$ cat src/hdl/acp_pkg.sv
package acp_pkg;
    // ==================================================
    // Cell layout
    localparam int CELL_LEN = 53;
    localparam int PAY_LEN = 48;
    localparam logic [5:0] HDR_LAST = 6'h04;
    localparam logic [5:0] CELL_LAST = 6'h34;
    localparam logic [5:0] PAY_FIRST = 6'h05;
    // ==================================================
    // Header check sequence and idle cell
    localparam logic [7:0] HCS_POLY = 8'h07;
    localparam logic [7:0] HCS_COSET = 8'h55;
    localparam logic [31:0] IDLE_HDR = 32'h00000001;
    localparam logic [7:0] IDLE_PAY = 8'h6A;
    // ==================================================
    // Delineation thresholds
    localparam logic [2:0] DELIN_DELTA = 3'h6;
    localparam logic [2:0] DELIN_ALPHA = 3'h7;
    // ==================================================
    // APB register offsets
    localparam logic [7:0] REG_CTRL = 8'h00;
    localparam logic [7:0] REG_STAT = 8'h04;
    localparam logic [7:0] REG_UNCORR = 8'h08;
    localparam logic [7:0] REG_CORR = 8'h0C;
    localparam logic [7:0] REG_PASSED = 8'h10;
    // Control fields
    localparam int CTRL_DESC = 0;
    localparam int CTRL_SCR = 1;
    localparam int CTRL_DROP = 2;
    localparam int CTRL_GFC = 3;
    localparam int CTRL_DEPTH = 4;
    localparam logic [7:0] CTRL_RESET = 8'h3F;
    // Status fields
    localparam int STAT_LCD = 3;
    localparam int STAT_PARERR = 4;

    typedef enum logic [2:0] {
        ACP_HUNT = 3'b001,
        ACP_PRESYNC = 3'b010,
        ACP_SYNC = 3'b100
    } acp_delin_type;

    // CRC-8 over a four-octet header, no coset
    function automatic logic [7:0] acp_crc(input logic [31:0] h);
        logic [7:0] c;
        logic fb;
        c = 8'h00;
        for (int i = 31; i >= 0; i--) begin
            fb = c[7] ^ h[i];
            c = {c[6:0], 1'b0};
            if (fb) begin
                c = c ^ HCS_POLY;
            end
        end
        return c;
    endfunction

    // Self-synchronous x^43+1 step over one byte, returns {state, byte}
    function automatic logic [50:0] acp_scr(input logic [42:0] s, input logic [7:0] d, input logic desc);
        logic [7:0] o;
        o = 8'h00;
        for (int i = 7; i >= 0; i--) begin
            o[i] = d[i] ^ s[42];
            s = {s[41:0], desc ? d[i] : o[i]};
        end
        return {s, o};
    endfunction

    // Byte i of a five-octet header
    function automatic logic [7:0] acp_hbyte(input logic [39:0] h, input logic [5:0] i);
        case (i)
            6'h00: return h[39:32];
            6'h01: return h[31:24];
            6'h02: return h[23:16];
            6'h03: return h[15:8];
            default: return h[7:0];
        endcase
    endfunction
endpackage

$ cat src/hdl/acp_top.sv
// Functional notes
// - Delineate cells before any cell processing
// - Flag loss of cell delineation alarm
// - Check HCS and correct correctable headers
// - Drop uncorrectable headers, never buffer them
// - Filter idle or unassigned cells when enabled
// - Optional descrambling of receive payload
// - Serial GFC out from error-free cells only
// - Passed cells go into four-cell buffer
// - Byte-wide synchronous cell-based read handshake
// - Count uncorrectable, corrected and passed cells
// - Parity travels with buffered cell bytes; code stores none, checks it on write, regenerates it on read
// - Byte-wide writes into programmable-depth buffer
// - Idle cell when no cell or hold
// - Hold suspends user cells regardless of fill
// - GFC inserted after the transmit buffer
// - Generate HCS for every outgoing header
// - Scramble transmit payload unless disabled
// - Cell boundary offset given on H4 output
//
// Added by the designer: the address map and the APB interface to the registers.
`timescale 1ns/10ps
module acp_top import acp_pkg::*; #(
    parameter int CELLS = 4,
    parameter int CNT_W = 16
) (
    // Clock and reset
    input wire logic i_clk_sys,
    input wire logic i_reset_n,
    // APB slave
    input wire logic i_psel,
    input wire logic i_penable,
    input wire logic i_pwrite,
    input wire logic [7:0] i_paddr,
    input wire logic [31:0] i_pwdata,
    output logic [31:0] o_prdata,
    output logic o_pready,
    output logic o_pslverr,
    // Receive payload from SPE
    input wire logic i_rx_valid,
    input wire logic [7:0] i_rx_data,
    output logic o_lcd,
    // Receive cell read port
    input wire logic i_rx_rd_en,
    output logic o_rx_cell_avail,
    output logic o_rx_valid,
    output logic o_rx_soc,
    output logic [7:0] o_rx_data,
    output logic o_rx_par,
    // Receive GFC serial port
    output logic o_rx_gfc,
    output logic o_rx_gfc_valid,
    // Transmit cell write port
    input wire logic i_tx_wr_en,
    input wire logic i_tx_soc,
    input wire logic [7:0] i_tx_data,
    input wire logic i_tx_par,
    output logic o_tx_room,
    input wire logic i_transmit_hold,
    // Transmit GFC serial port
    input wire logic i_tx_gfc_valid,
    input wire logic i_tx_gfc,
    // Transmit SPE byte stream
    input wire logic i_tx_take,
    output logic [7:0] o_tx_data,
    output logic o_tx_soc,
    output logic [7:0] o_tx_h4
);
    localparam int SW = $clog2(CELLS);
    localparam int CW = $clog2(CELLS + 1);

    // ==================================================
    // Reset release
    logic [1:0] rst_q;
    logic rst_n;
    always_ff @(posedge i_clk_sys or negedge i_reset_n) begin
        if (!i_reset_n) begin
            rst_q <= 2'h0;
        end else begin
            rst_q <= {rst_q[0], 1'b1};
        end
    end
    assign rst_n = rst_q[1];

    // ==================================================
    // Register file
    logic [7:0] ctrl;
    logic par_err;
    logic [CNT_W-1:0] cnt_unc, cnt_cor, cnt_pass;
    acp_delin_type state;
    logic apb_wr;
    assign apb_wr = i_psel & i_penable & i_pwrite;
    assign o_pready = 1'b1;

    // Control register write
    always_ff @(posedge i_clk_sys or negedge rst_n) begin
        if (!rst_n) begin
            ctrl <= CTRL_RESET;
        end else if (apb_wr && i_paddr == REG_CTRL) begin
            ctrl <= i_pwdata[7:0];
        end
    end

    // Read mux, unmapped offsets answer with error
    always_comb begin
        o_prdata = 32'h00000000;
        o_pslverr = 1'b0;
        case (i_paddr)
            REG_CTRL: o_prdata = {24'h000000, ctrl};
            REG_STAT: o_prdata = {27'h0000000, par_err, o_lcd, state};
            REG_UNCORR: o_prdata = 32'(cnt_unc);
            REG_CORR: o_prdata = 32'(cnt_cor);
            REG_PASSED: o_prdata = 32'(cnt_pass);
            default: o_pslverr = i_psel & i_penable;
        endcase
    end

    // ==================================================
    // Receive delineation and HCS
    logic [39:0] win, win_n;
    logic [5:0] bidx;
    logic [2:0] gcnt, bcnt;
    logic [7:0] syn;
    logic [31:0] fix;
    logic fixable, hunt_hit, hdr_end, accept, is_idle, keep, commit;
    logic [SW-1:0] rw_slot, rr_slot;
    logic [CW-1:0] rx_cnt;
    logic [39:0] rhdr [0:CELLS-1];
    logic [7:0] rpay [0:CELLS-1][0:PAY_LEN-1];
    logic [42:0] dsc, dsc_n;
    logic [7:0] dpay;

    // Syndrome and single-bit correction mask
    // CRC-8 with coset
    always_comb begin
        win_n = {win[31:0], i_rx_data};
        syn = acp_crc(win_n[39:8]) ^ HCS_COSET ^ win_n[7:0];
        fix = 32'h00000000;
        for (int i = 0; i < 32; i++) begin
            if (syn != 8'h00 && acp_crc(32'h00000001 << i) == syn) begin
                fix[i] = 1'b1;
            end
        end
    end
    assign fixable = (syn == 8'h00) || (fix != 32'h00000000) || $onehot(syn);
    assign hunt_hit = i_rx_valid && state == ACP_HUNT && syn == 8'h00;
    assign hdr_end = i_rx_valid && state != ACP_HUNT && bidx == HDR_LAST;
    assign is_idle = (win_n[35:12] ^ fix[27:4]) == 24'h000000;
    // only fixable headers, in sync, with room
    assign accept = hdr_end && state == ACP_SYNC && fixable && !(ctrl[CTRL_DROP] && is_idle)
                    && rx_cnt < CW'(CELLS);
    assign commit = keep && i_rx_valid && bidx == CELL_LAST;

    // Byte window
    always_ff @(posedge i_clk_sys or negedge rst_n) begin
        if (!rst_n) begin
            win <= 40'h0000000000;
        end else if (i_rx_valid) begin
            win <= win_n;
        end
    end

    always_ff @(posedge i_clk_sys or negedge rst_n) begin
        if (!rst_n) begin
            state <= ACP_HUNT;
            bidx <= 6'h00;
            gcnt <= 3'h0;
            bcnt <= 3'h0;
        end else if (hunt_hit) begin
            state <= ACP_PRESYNC;
            bidx <= PAY_FIRST;
            gcnt <= 3'h0;
            bcnt <= 3'h0;
        end else if (i_rx_valid && state != ACP_HUNT) begin
            bidx <= (bidx == CELL_LAST) ? 6'h00 : bidx + 6'h01;
            if (hdr_end) begin
                case (state)
                    ACP_PRESYNC: begin
                        if (syn != 8'h00) begin
                            state <= ACP_HUNT;
                        end else if (gcnt == DELIN_DELTA - 3'h1) begin
                            state <= ACP_SYNC;
                        end else begin
                            gcnt <= gcnt + 3'h1;
                        end
                    end
                    ACP_SYNC: begin
                        if (syn == 8'h00) begin
                            bcnt <= 3'h0;
                        end else if (bcnt == DELIN_ALPHA - 3'h1) begin
                            state <= ACP_HUNT;
                        end else begin
                            bcnt <= bcnt + 3'h1;
                        end
                    end
                    default: state <= ACP_HUNT;
                endcase
            end
        end
    end

    always_ff @(posedge i_clk_sys or negedge rst_n) begin
        if (!rst_n) begin
            o_lcd <= 1'b1;
        end else begin
            o_lcd <= state != ACP_SYNC;
        end
    end

    always_comb begin
        {dsc_n, dpay} = acp_scr(dsc, i_rx_data, 1'b1);
    end
    always_ff @(posedge i_clk_sys or negedge rst_n) begin
        if (!rst_n) begin
            dsc <= 43'h0;
        end else if (i_rx_valid && state != ACP_HUNT && bidx >= PAY_FIRST) begin
            dsc <= dsc_n;
        end
    end

    // cell storage, committed only when complete
    always_ff @(posedge i_clk_sys or negedge rst_n) begin
        if (!rst_n) begin
            keep <= 1'b0;
            rw_slot <= '0;
        end else begin
            if (hdr_end || hunt_hit) begin
                keep <= accept;
            end else if (commit) begin
                keep <= 1'b0;
                rw_slot <= rw_slot + SW'(1);
            end
        end
    end
    always_ff @(posedge i_clk_sys) begin
        if (accept) begin
            rhdr[rw_slot] <= {win_n[39:8] ^ fix, acp_crc(win_n[39:8] ^ fix) ^ HCS_COSET};
        end
        if (keep && i_rx_valid && bidx >= PAY_FIRST) begin
            rpay[rw_slot][bidx - PAY_FIRST] <= ctrl[CTRL_DESC] ? dpay : i_rx_data;
        end
    end

    always_ff @(posedge i_clk_sys or negedge rst_n) begin
        if (!rst_n) begin
            cnt_unc <= '0;
            cnt_cor <= '0;
            cnt_pass <= '0;
        end else begin
            if (hdr_end && state == ACP_SYNC && !fixable) begin
                cnt_unc <= cnt_unc + CNT_W'(1);
            end
            if (accept && syn != 8'h00) begin
                cnt_cor <= cnt_cor + CNT_W'(1);
            end
            if (commit) begin
                cnt_pass <= cnt_pass + CNT_W'(1);
            end
        end
    end

    // GFC shifted out from error-free headers
    logic [3:0] gfc_sr;
    logic [2:0] gfc_left;
    always_ff @(posedge i_clk_sys or negedge rst_n) begin
        if (!rst_n) begin
            gfc_sr <= 4'h0;
            gfc_left <= 3'h0;
            o_rx_gfc <= 1'b0;
            o_rx_gfc_valid <= 1'b0;
        end else if (hdr_end && state == ACP_SYNC && syn == 8'h00) begin
            gfc_sr <= win_n[39:36];
            gfc_left <= 3'h4;
            o_rx_gfc_valid <= 1'b0;
        end else if (gfc_left != 3'h0) begin
            o_rx_gfc <= gfc_sr[3];
            o_rx_gfc_valid <= 1'b1;
            gfc_sr <= {gfc_sr[2:0], 1'b0};
            gfc_left <= gfc_left - 3'h1;
        end else begin
            o_rx_gfc_valid <= 1'b0;
        end
    end

    // ==================================================
    // Receive read port
    logic [5:0] ridx;
    logic [7:0] rbyte;
    logic rd_go, rd_last;
    assign o_rx_cell_avail = rx_cnt != '0;
    assign rd_go = i_rx_rd_en && rx_cnt != '0;
    assign rd_last = rd_go && ridx == CELL_LAST;
    assign rbyte = (ridx <= HDR_LAST) ? acp_hbyte(rhdr[rr_slot], ridx) : rpay[rr_slot][ridx - PAY_FIRST];

    always_ff @(posedge i_clk_sys or negedge rst_n) begin
        if (!rst_n) begin
            ridx <= 6'h00;
            rr_slot <= '0;
            o_rx_valid <= 1'b0;
            o_rx_soc <= 1'b0;
            o_rx_data <= 8'h00;
            o_rx_par <= 1'b0;
        end else begin
            o_rx_valid <= rd_go;
            o_rx_soc <= rd_go && ridx == 6'h00;
            if (rd_go) begin
                o_rx_data <= rbyte;
                o_rx_par <= ^rbyte;
                ridx <= rd_last ? 6'h00 : ridx + 6'h01;
                rr_slot <= rd_last ? rr_slot + SW'(1) : rr_slot;
            end
        end
    end

    // Receive fill count
    always_ff @(posedge i_clk_sys or negedge rst_n) begin
        if (!rst_n) begin
            rx_cnt <= '0;
        end else begin
            rx_cnt <= rx_cnt + CW'(commit) - CW'(rd_last);
        end
    end

    // ==================================================
    // Transmit buffer write side
    logic [31:0] thdr [0:CELLS-1];
    logic [7:0] tpay [0:CELLS-1][0:PAY_LEN-1];
    logic [5:0] widx, wi;
    logic [SW-1:0] tw_slot, tr_slot;
    logic [CW-1:0] tx_cnt, depth;
    logic wdrop, tx_commit, tx_done;
    assign depth = CW'(ctrl[CTRL_DEPTH +: 2]) + CW'(1);
    // room only up to programmed depth
    assign o_tx_room = tx_cnt < depth;
    assign wi = i_tx_soc ? 6'h00 : widx;
    assign tx_commit = i_tx_wr_en && wi == CELL_LAST && !(wdrop && wi != 6'h00);

    always_ff @(posedge i_clk_sys or negedge rst_n) begin
        if (!rst_n) begin
            widx <= 6'h00;
            wdrop <= 1'b0;
            tw_slot <= '0;
        end else if (i_tx_wr_en) begin
            widx <= (wi == CELL_LAST) ? 6'h00 : wi + 6'h01;
            if (wi == 6'h00) begin
                wdrop <= !o_tx_room;
            end
            if (tx_commit) begin
                tw_slot <= tw_slot + SW'(1);
            end
        end
    end
    always_ff @(posedge i_clk_sys) begin
        if (i_tx_wr_en && (wi == 6'h00 ? o_tx_room : !wdrop)) begin
            if (wi < HDR_LAST) begin
                thdr[tw_slot][{~wi[1:0], 3'b000} +: 8] <= i_tx_data;
            end else if (wi >= PAY_FIRST) begin
                tpay[tw_slot][wi - PAY_FIRST] <= i_tx_data;
            end
        end
    end

    // sticky parity error, set wins over clear
    always_ff @(posedge i_clk_sys or negedge rst_n) begin
        if (!rst_n) begin
            par_err <= 1'b0;
        end else if (i_tx_wr_en && (^i_tx_data) != i_tx_par) begin
            par_err <= 1'b1;
        end else if (apb_wr && i_paddr == REG_STAT && i_pwdata[STAT_PARERR]) begin
            par_err <= 1'b0;
        end
    end

    // ==================================================
    // Transmit cell generator
    logic [5:0] oidx;
    logic [31:0] cur_hdr, nhdr;
    logic cur_user, nuser;
    logic [3:0] tgfc;
    logic [42:0] scr, scr_n;
    logic [7:0] praw, pscr, tbyte;

    always_ff @(posedge i_clk_sys or negedge rst_n) begin
        if (!rst_n) begin
            tgfc <= 4'h0;
        end else if (i_tx_gfc_valid) begin
            tgfc <= {tgfc[2:0], i_tx_gfc};
        end
    end

    always_comb begin
        nuser = tx_cnt != '0 && !i_transmit_hold;
        nhdr = nuser ? thdr[tr_slot] : IDLE_HDR;
        if (nuser && ctrl[CTRL_GFC]) begin
            nhdr[31:28] = tgfc;
        end
    end

    always_comb begin
        praw = cur_user ? tpay[tr_slot][oidx - PAY_FIRST] : IDLE_PAY;
        {scr_n, pscr} = acp_scr(scr, praw, 1'b0);
        if (oidx == 6'h00) begin
            tbyte = nhdr[31:24];
        end else if (oidx < HDR_LAST) begin
            tbyte = acp_hbyte({cur_hdr, 8'h00}, oidx);
        end else if (oidx == HDR_LAST) begin
            tbyte = acp_crc(cur_hdr) ^ HCS_COSET;
        end else begin
            tbyte = ctrl[CTRL_SCR] ? pscr : praw;
        end
    end
    assign tx_done = i_tx_take && oidx == CELL_LAST && cur_user;

    always_ff @(posedge i_clk_sys or negedge rst_n) begin
        if (!rst_n) begin
            oidx <= 6'h00;
            cur_hdr <= IDLE_HDR;
            cur_user <= 1'b0;
            tr_slot <= '0;
            scr <= 43'h0;
            o_tx_data <= 8'h00;
            o_tx_soc <= 1'b0;
            o_tx_h4 <= 8'h00;
        end else if (i_tx_take) begin
            o_tx_data <= tbyte;
            o_tx_soc <= oidx == 6'h00;
            o_tx_h4 <= (oidx == 6'h00) ? 8'h00 : 8'(CELL_LEN) - {2'b00, oidx};
            oidx <= (oidx == CELL_LAST) ? 6'h00 : oidx + 6'h01;
            if (oidx == 6'h00) begin
                cur_hdr <= nhdr;
                cur_user <= nuser;
            end
            if (oidx >= PAY_FIRST) begin
                scr <= scr_n;
            end
            if (tx_done) begin
                tr_slot <= tr_slot + SW'(1);
            end
        end
    end

    // Transmit fill count
    always_ff @(posedge i_clk_sys or negedge rst_n) begin
        if (!rst_n) begin
            tx_cnt <= '0;
        end else begin
            tx_cnt <= tx_cnt + CW'(tx_commit) - CW'(tx_done);
        end
    end
endmodule

$ cat config.mk
export PLATFORM = sky130hd
export DESIGN_NAME = acp_top
export DESIGN_NICKNAME = d
export VERILOG_FILES = /design/src/hdl/acp_pkg.sv /design/src/hdl/acp_top.sv
export SDC_FILE = /design/constraint.sdc
export NUM_CORES = 2
export LEC_CHECK = 0
export BUFFER_PORTS_ARGS = -buffer_cell sky130_fd_sc_hd__buf_2
export CELL_PAD_IN_SITES_DETAIL_PLACEMENT = 0
export CELL_PAD_IN_SITES_GLOBAL_PLACEMENT = 2
export CORE_ASPECT_RATIO = 0.9
export CORE_MARGIN = 10
export CORE_UTILIZATION = 43
export CTS_CLUSTER_DIAMETER = 100
export CTS_CLUSTER_SIZE = 24
export DETAILED_ROUTE_END_ITERATION = 10
export MAX_ROUTING_LAYER = met4
export PLACE_DENSITY = 0.71
export SETUP_SLACK_MARGIN = 0.02
export SLEW_MARGIN = 20
export SYNTH_ARGS = -nofsm -noshare
export SYNTH_HDL_FRONTEND = slang
export SYNTH_SLANG_ARGS = --single-unit
export TNS_END_PERCENT = 30
$ cat constraint.sdc
create_clock -name i_clk_sys -period 12.21 [get_ports i_clk_sys]
set_input_delay 1.221 -clock i_clk_sys [delete_from_list [all_inputs] [get_ports i_clk_sys]]
set_output_delay 1.221 -clock i_clk_sys [all_outputs]
set_load 0.02 [all_outputs]
== Word level (Yosys, flattened, before mapping) ==
Memory sizes are Yosys's and may differ from the RTL's.
Cells that the tools add are included.
Storage, ports and cells
  flip-flop bits (word level): 301
  RAM bits: 3360
  bits of input ports: 70
  output and inout port bits: 67
  word-level logic and storage cells: 807
  memories: 4
Cells by class
  add/subtract/negate cells: 32
  $lt $le $gt $ge: 14
  equal/unequal tests: 63
  shifts and indexed selects: 2
  multiplexer cells: 329
  bitwise logic cells: 217
  reductions and logical operators: 107
Memory list
  rpay: depth 4, bits a word 384, rd ports 1, clocked after memory_dff 0, write ports 1, line acp_top.sv:129  | logic [7:0] rpay [0:CELLS-1][0:PAY_LEN-1];
  tpay: depth 4, bits a word 384, rd ports 1, clocked after memory_dff 0, write ports 1, line acp_top.sv:327  | logic [7:0] tpay [0:CELLS-1][0:PAY_LEN-1];
  rhdr: depth 4, bits a word 40, rd ports 1, clocked after memory_dff 0, write ports 1, line acp_top.sv:128  | logic [39:0] rhdr [0:CELLS-1];
  thdr: depth 4, bits a word 32, rd ports 1, clocked after memory_dff 0, write ports 1, line acp_top.sv:326  | logic [31:0] thdr [0:CELLS-1];
Operator list (number)
  two-way mux 8 bit: 142
  two-way mux 384 bit: 2
  two-way mux 3 bit: 117
  inverter 3 bit: 93
  == test 8 bit, first input constant: 13
  bitwise XOR 1 bit: 104
  binary-select mux 8 bit (select 6 bit): 2
  demux 8 bit (select 6 bit): 2
  one-hot mux 16 bit (5 select lines): 1
  == test 7 x 8 -> 1 bit, first input constant: 9
  logical AND 1 bit: 65
  two-way mux 32 bit: 2
  adder 16 x 1 -> 16 bit, second input constant: 3
  two-way mux 1 bit: 48
  two-way mux 6 bit: 7
  == test 6 x 8 -> 1 bit, first input constant: 4
  one-hot mux 8 bit (4 select lines): 1
  nonzero test 32 bit: 1
  variable shift 8 x 7 -> 32 bit, first input constant: 1
  indexed part select 8 x 7 -> 32 bit: 1
  bitwise XOR 32 bit: 1
  greater-or-equal comparator 7 bit, second input constant: 4
  inverter 6 -> 7 bit: 4
  adder 6 x 1 -> 6 bit, second input constant: 4
  other kinds (62): 133

== Longest topological paths before layout ==
  depth after elaboration: 169
  gate-level depth with buffers: 22
  mapped depth without buffers: 20

== Worst setup path after synthesis ==
No wires, ideal clock.
  path kind: input -> register
  start point: input port i_rx_data[0]
  end point: memory rpay[0][0] (netlist bit) (data pin)
  library setup time: 1.289 ns
  arrival: 6.931 ns
  required time: 10.921 ns
  slack: 3.990 ns
  stages: 2
  buffers on the path: 1
  path through: clkbuf_1 xnor2_1
Between the ends
  cells in the longest elaborated chain, start to end: 2
RTL lines
  from (decl): line acp_top.sv:41  | input wire logic [7:0] i_rx_data,
  bitwise XOR 1 bit: line acp_pkg.sv:63  | o[i] = d[i] ^ s[42];
  two-way mux 8 bit *: line acp_top.sv:240  | rpay[rw_slot][bidx - PAY_FIRST] <= ctrl[CTRL_DESC] ? dpay : i_rx_data;
  to (decl): line acp_top.sv:129
Every way passes the cells marked *; elsewhere a longest branch is shown, timed or not.

== Worst setup path after layout ==
  start point: register win[28]
  end point: memory rhdr[1][2] (data pin)
Between the ends
  cells in the longest elaborated chain, start to end: 86
  elaborated cells on any way between the ends: 268
  those cells by class: 28 x eq/ne; 113 x mux; 98 x bitwise; 29 x reduce/logical
RTL lines
  from (decl): line acp_top.sv:120  | logic [39:0] win, win_n;
  from (signal assigned): line acp_top.sv:159  | win <= win_n;
  bitwise XOR 1 bit: line acp_pkg.sv:49  | fb = c[7] ^ h[i];
  two-way mux 3 bit: line acp_pkg.sv:51  | if (fb) begin
  inverter 3 bit (no source line)
  two-way mux 3 bit: line acp_pkg.sv:51
  inverter 3 bit (no source line)
  two-way mux 3 bit: line acp_pkg.sv:51
  bitwise XOR 1 bit: line acp_pkg.sv:49
  two-way mux 3 bit: line acp_pkg.sv:51
  (+70 left out)
  two-way mux 8 bit: line acp_top.sv:236  | if (accept) begin
  inverter 3 bit (no source line) (tied with other cells)
  two-way mux 3 bit or two-way mux 8 bit (tied branches): line acp_pkg.sv:51, acp_top.sv:236
  two-way mux 8 bit: line acp_top.sv:236
  inverter 3 bit (no source line) or bitwise XOR 1 bit (tied branches)
  two-way mux 3 bit *: line acp_pkg.sv:51
  two-way mux 8 bit *: line acp_top.sv:236
  inverter 4 bit (no source line) *
  to (decl): line acp_top.sv:128
Every way passes the cells marked *; elsewhere a longest branch is shown, timed or not. The select of a mux whose other input is x is not followed.

==> results.md <==
* Post-synthesis sequential area ratio at between 70% and 80%
* # rows at between 200 and 250
* Total congestion overflow at 0
* Port bufs at 95
* Cell Chain, Critical Path: xor3_2, xnor3_2, xnor3_2, xor3_1, or2_1, mux2i_2, nand4_1, xor2_1, ha_1, xnor3_1, xnor3_2, xnor3_2, xnor2_1, xnor2_2, xnor2_2, xnor3_1
* Synth top area share at about two thirds
* Number of global-route vias before repair at 70460
* Post-synthesis compound-gate area fraction at under 10%
* CTS Buf Count at 177
* Largest net degree at the start of global routing at between 150 and 200
* Syn Area/Cell at 20.28 um2
* Post-Route WL at 346400 um
* Slowest cell on crit path: xor3_2
* First-pass GRT wire length at between 500000 and 600000 um
* Die footprint at 0.3682 mm2
* Die width at around 640 um
* Placeable Area at around 0.34 mm2
* Leak at 48.94 nW
* Critical path arrival at 7.74 ns
* Max_slew headroom at roughly 15%
* First-pass detailed-route iteration total at 9
* Final min period at just over 7 ns
* Initial core utilization at a little over two fifths
* Clock sinks at roughly 3700
* Crit path capture type: register
* Antenna violations before repair at 17
* GRT Overall Usage at about a fifth
* Setup tns final at 0 ns
* Most numerous cell in the Yosys netlist: edfxtp_1
* Final Cycle Share at about 58%
* Post-synth top cells: 3360 x edfxtp_1, 1030 x mux4_2, 454 x nor2_1
* RD Place Congestion at between 0.8 and 0.9
* Maxcap violations at 0
* CTS tree: yes
* Share of flip-flops with an asynchronous set or reset at under 10%
* Post-CTS setup buffer count at 0
* Routed wire length per instance at between 20 and 30 um
* # H-tree levels at 4
* Adder-cell share of the synthesized area at less than 1%
* Layout cells sized above 1 at between 20% and 30%
* DRC at 0
* Largest area contributor in the netlist: edfxtp_1
* Worst min path class: reg2async
* Critical path type: reg2reg
* Antenna-violating nets left at 0
* Critical Path Fanout Max at 9
* Largest family of logic cells by synthesized area: multiplexers
* Synth Instances at roughly 7300
* Synth unique cells at 89
* Synth-to-layout area growth at 7.397%
* Synth Area in XOR/XNOR at under 10%
* Status: completed
* Count of warnings emitted by yosys at 0
* Pins Over Slew Limit at 0
* Via-to-Cell Ratio at just under 6
* Fmax achieved at roughly 140 MHz
* Multiplexer share of the synthesized area at between 10% and 20%
* P per Cell Area at between 200 and 250 mW/mm2
* Post-Synth Simple-Gate Area at roughly 3.5%
* # IOs at ~140
* Synth top area cells: edfxtp_1 68%, mux4_2 16%, dfrtp_1 4.9%
* Syn Std Cell Area at around 0.15 mm2
* RSZ-0062 raised after global routing: false
* Initial DRC Count at 7106
* Worst Skew at about 0.070 ns
* Post-route cell area at around 0.16 mm2
* FF+latch count, synth at 3660
* Die height at 576.6 um
* Dominant synthesized flop cell: edfxtp_1
* WP data required at 12.82 ns
* Clock Root Buffer: clkbuf_16
* Total Nets Final at approximately 7400
* Clock Pin Slew Worst Setup and Hold Paths at approximately 0.10 ns
* Worst-Margin Slew at 1.279 ns
* Placed instance area at ~0.15 mm2
* Crit-path most repeated cell: xnor3_2
* Slowest stage delay, CP at between 0.5 and 0.6 ns
* Longest Clk Path Bufs at 4
* Fin. Hold Viols at 0
* Worst-Skew Late Latency at 0.89 ns
* Post-DP HPWL at ~210000 um
* Max VDD drop at 0.9446 mV
* Critical Path Start Type: register
* Setup violations, final at 0
* PostCTS Resize Cnt at 0
* Hold_buf cts at 1
* DR vias at 68950
* Number of synthesized flops with an enable pin at between 3000 and 4000
metrics by stage:
step | setup WS [ns] | hold slack [ns] | power [W] | utilization (%) | instances
6_report | 5.073 | 0.3414 | 0.03914 | 46.34 | 11890
5_1_grt | 4.696 | 0.3638 | 0.04086 | 46.34 | 11890
4_1_cts | 5.022 | 0.3591 | 0.03941 | 46.31 | 11880
3_5_place_dp | 5.075 | 0.3356 | 0.03281 | 44.88 | 11650
3_3_place_gp | 5.108 | 0.3393 | 0.03302 | 44.88 | 11650
2_1_floorplan | 3.246 | 0.3312 | 0.02844 | - | 7314
area by class of cell:
cell class,count,area [um2]
diodes,6,15.01
clock buffers,220,4748
clock inverters,13,148.9
fillers,28620,184100
inverters,84,315.3
multi-input cells,3155,37950
flip-flops and latches,3660,108400
well taps,4532,5670
repair buffers,220,1688
final timing paths:
check,start,cells past startpoint,endpoint,slack [ns]
setup / recovery,win[28],16,rhdr[1][2],5.07
min in group i_clk_sys,rst_q[0],0,rst_q[1],0.36
max in group asynchronous,rst_q[1],2,oidx[0],9.74
hold reg to reg,rst_q[1],0,dsc[1],0.34
setup reg to reg,win[28],16,rhdr[1][2],5.07
hold / removal,rst_q[1],0,dsc[1],0.34
flip-flops by register name, indices dropped and copies added, names as in the netlist, 16 cells and up:
name	cells
win	32
cnt_pass	16
thdr	128
cnt_cor	16
cur_hdr	32
rhdr	160
tpay	1536
scr	43
rpay	1536
cnt_unc	16
dsc	43
per-layer routing:
layer | part of all wire, % | track usage, %
met1 | 43 | 26.75
met5 | 0 | -
met2 | 50 | 30.74
met4 | 1.9 | 3.382
met3 | 5.4 | 2.063
logic make-up (layout without fill, tap and decap cells):
| group | after synthesis | in the layout |
|---|---|---|
| flip-flops | 3660 | 3660 |
| adder cells (fa/ha/maj) | 58 | 58 |
| other | 2 | 24 |
| XOR/XNOR | 372 | 372 |
| AND/OR/NAND/NOR | 1111 | 1111 |
| multiplexers | 1220 | 1220 |
| buffers and inverters | 499 | 537 |
| AO/OA/AOI/OAI | 376 | 376 |
placed cells by master (no fill, tap or decap), types with 29 or more instances in the layout:
cell type,Yosys,layout
mux2i_1,53,53
buf_4,19,106
clkbuf_16,0,183
inv_1,83,83
buf_2,8,87
a22o_1,29,29
nand3_1,77,75
o21ai_0,89,89
xnor2_1,228,216
a22oi_1,40,40
clkbuf_1,267,34
nand4_1,33,33
nand2b_1,34,34
dfrtp_1,291,284
mux2_2,136,136
edfxtp_1,3360,3360
ha_1,53,51
nor3_1,42,40
nor2_1,454,453
and3_1,38,38
and2_1,101,97
a21oi_1,72,71
xor2_1,93,89
mux4_2,1030,1030
nand2_1,256,256
critical path, delay by kind of cell (launching register included):
| kind | cells | cell delay [ns] |
|---|---|---|
| muxes | 1 | 0.54 |
| and+or+nand+nor | 2 | 0.68 |
| adders and majority gates | 1 | 0.33 |
| DFF | 1 | 0.53 |
| xor gates and xnor gates | 12 | 4.78 |
power by group:
group | switching (W) | leakage [nW] | internal [W]
clock | 0.00382 | 2.38 | 0.00277
sequential | 0.000265 | 34.1 | 0.0154
combinational | 0.0103 | 12.5 | 0.00663
No activity file was read; power rests on OpenSTA's default activity.
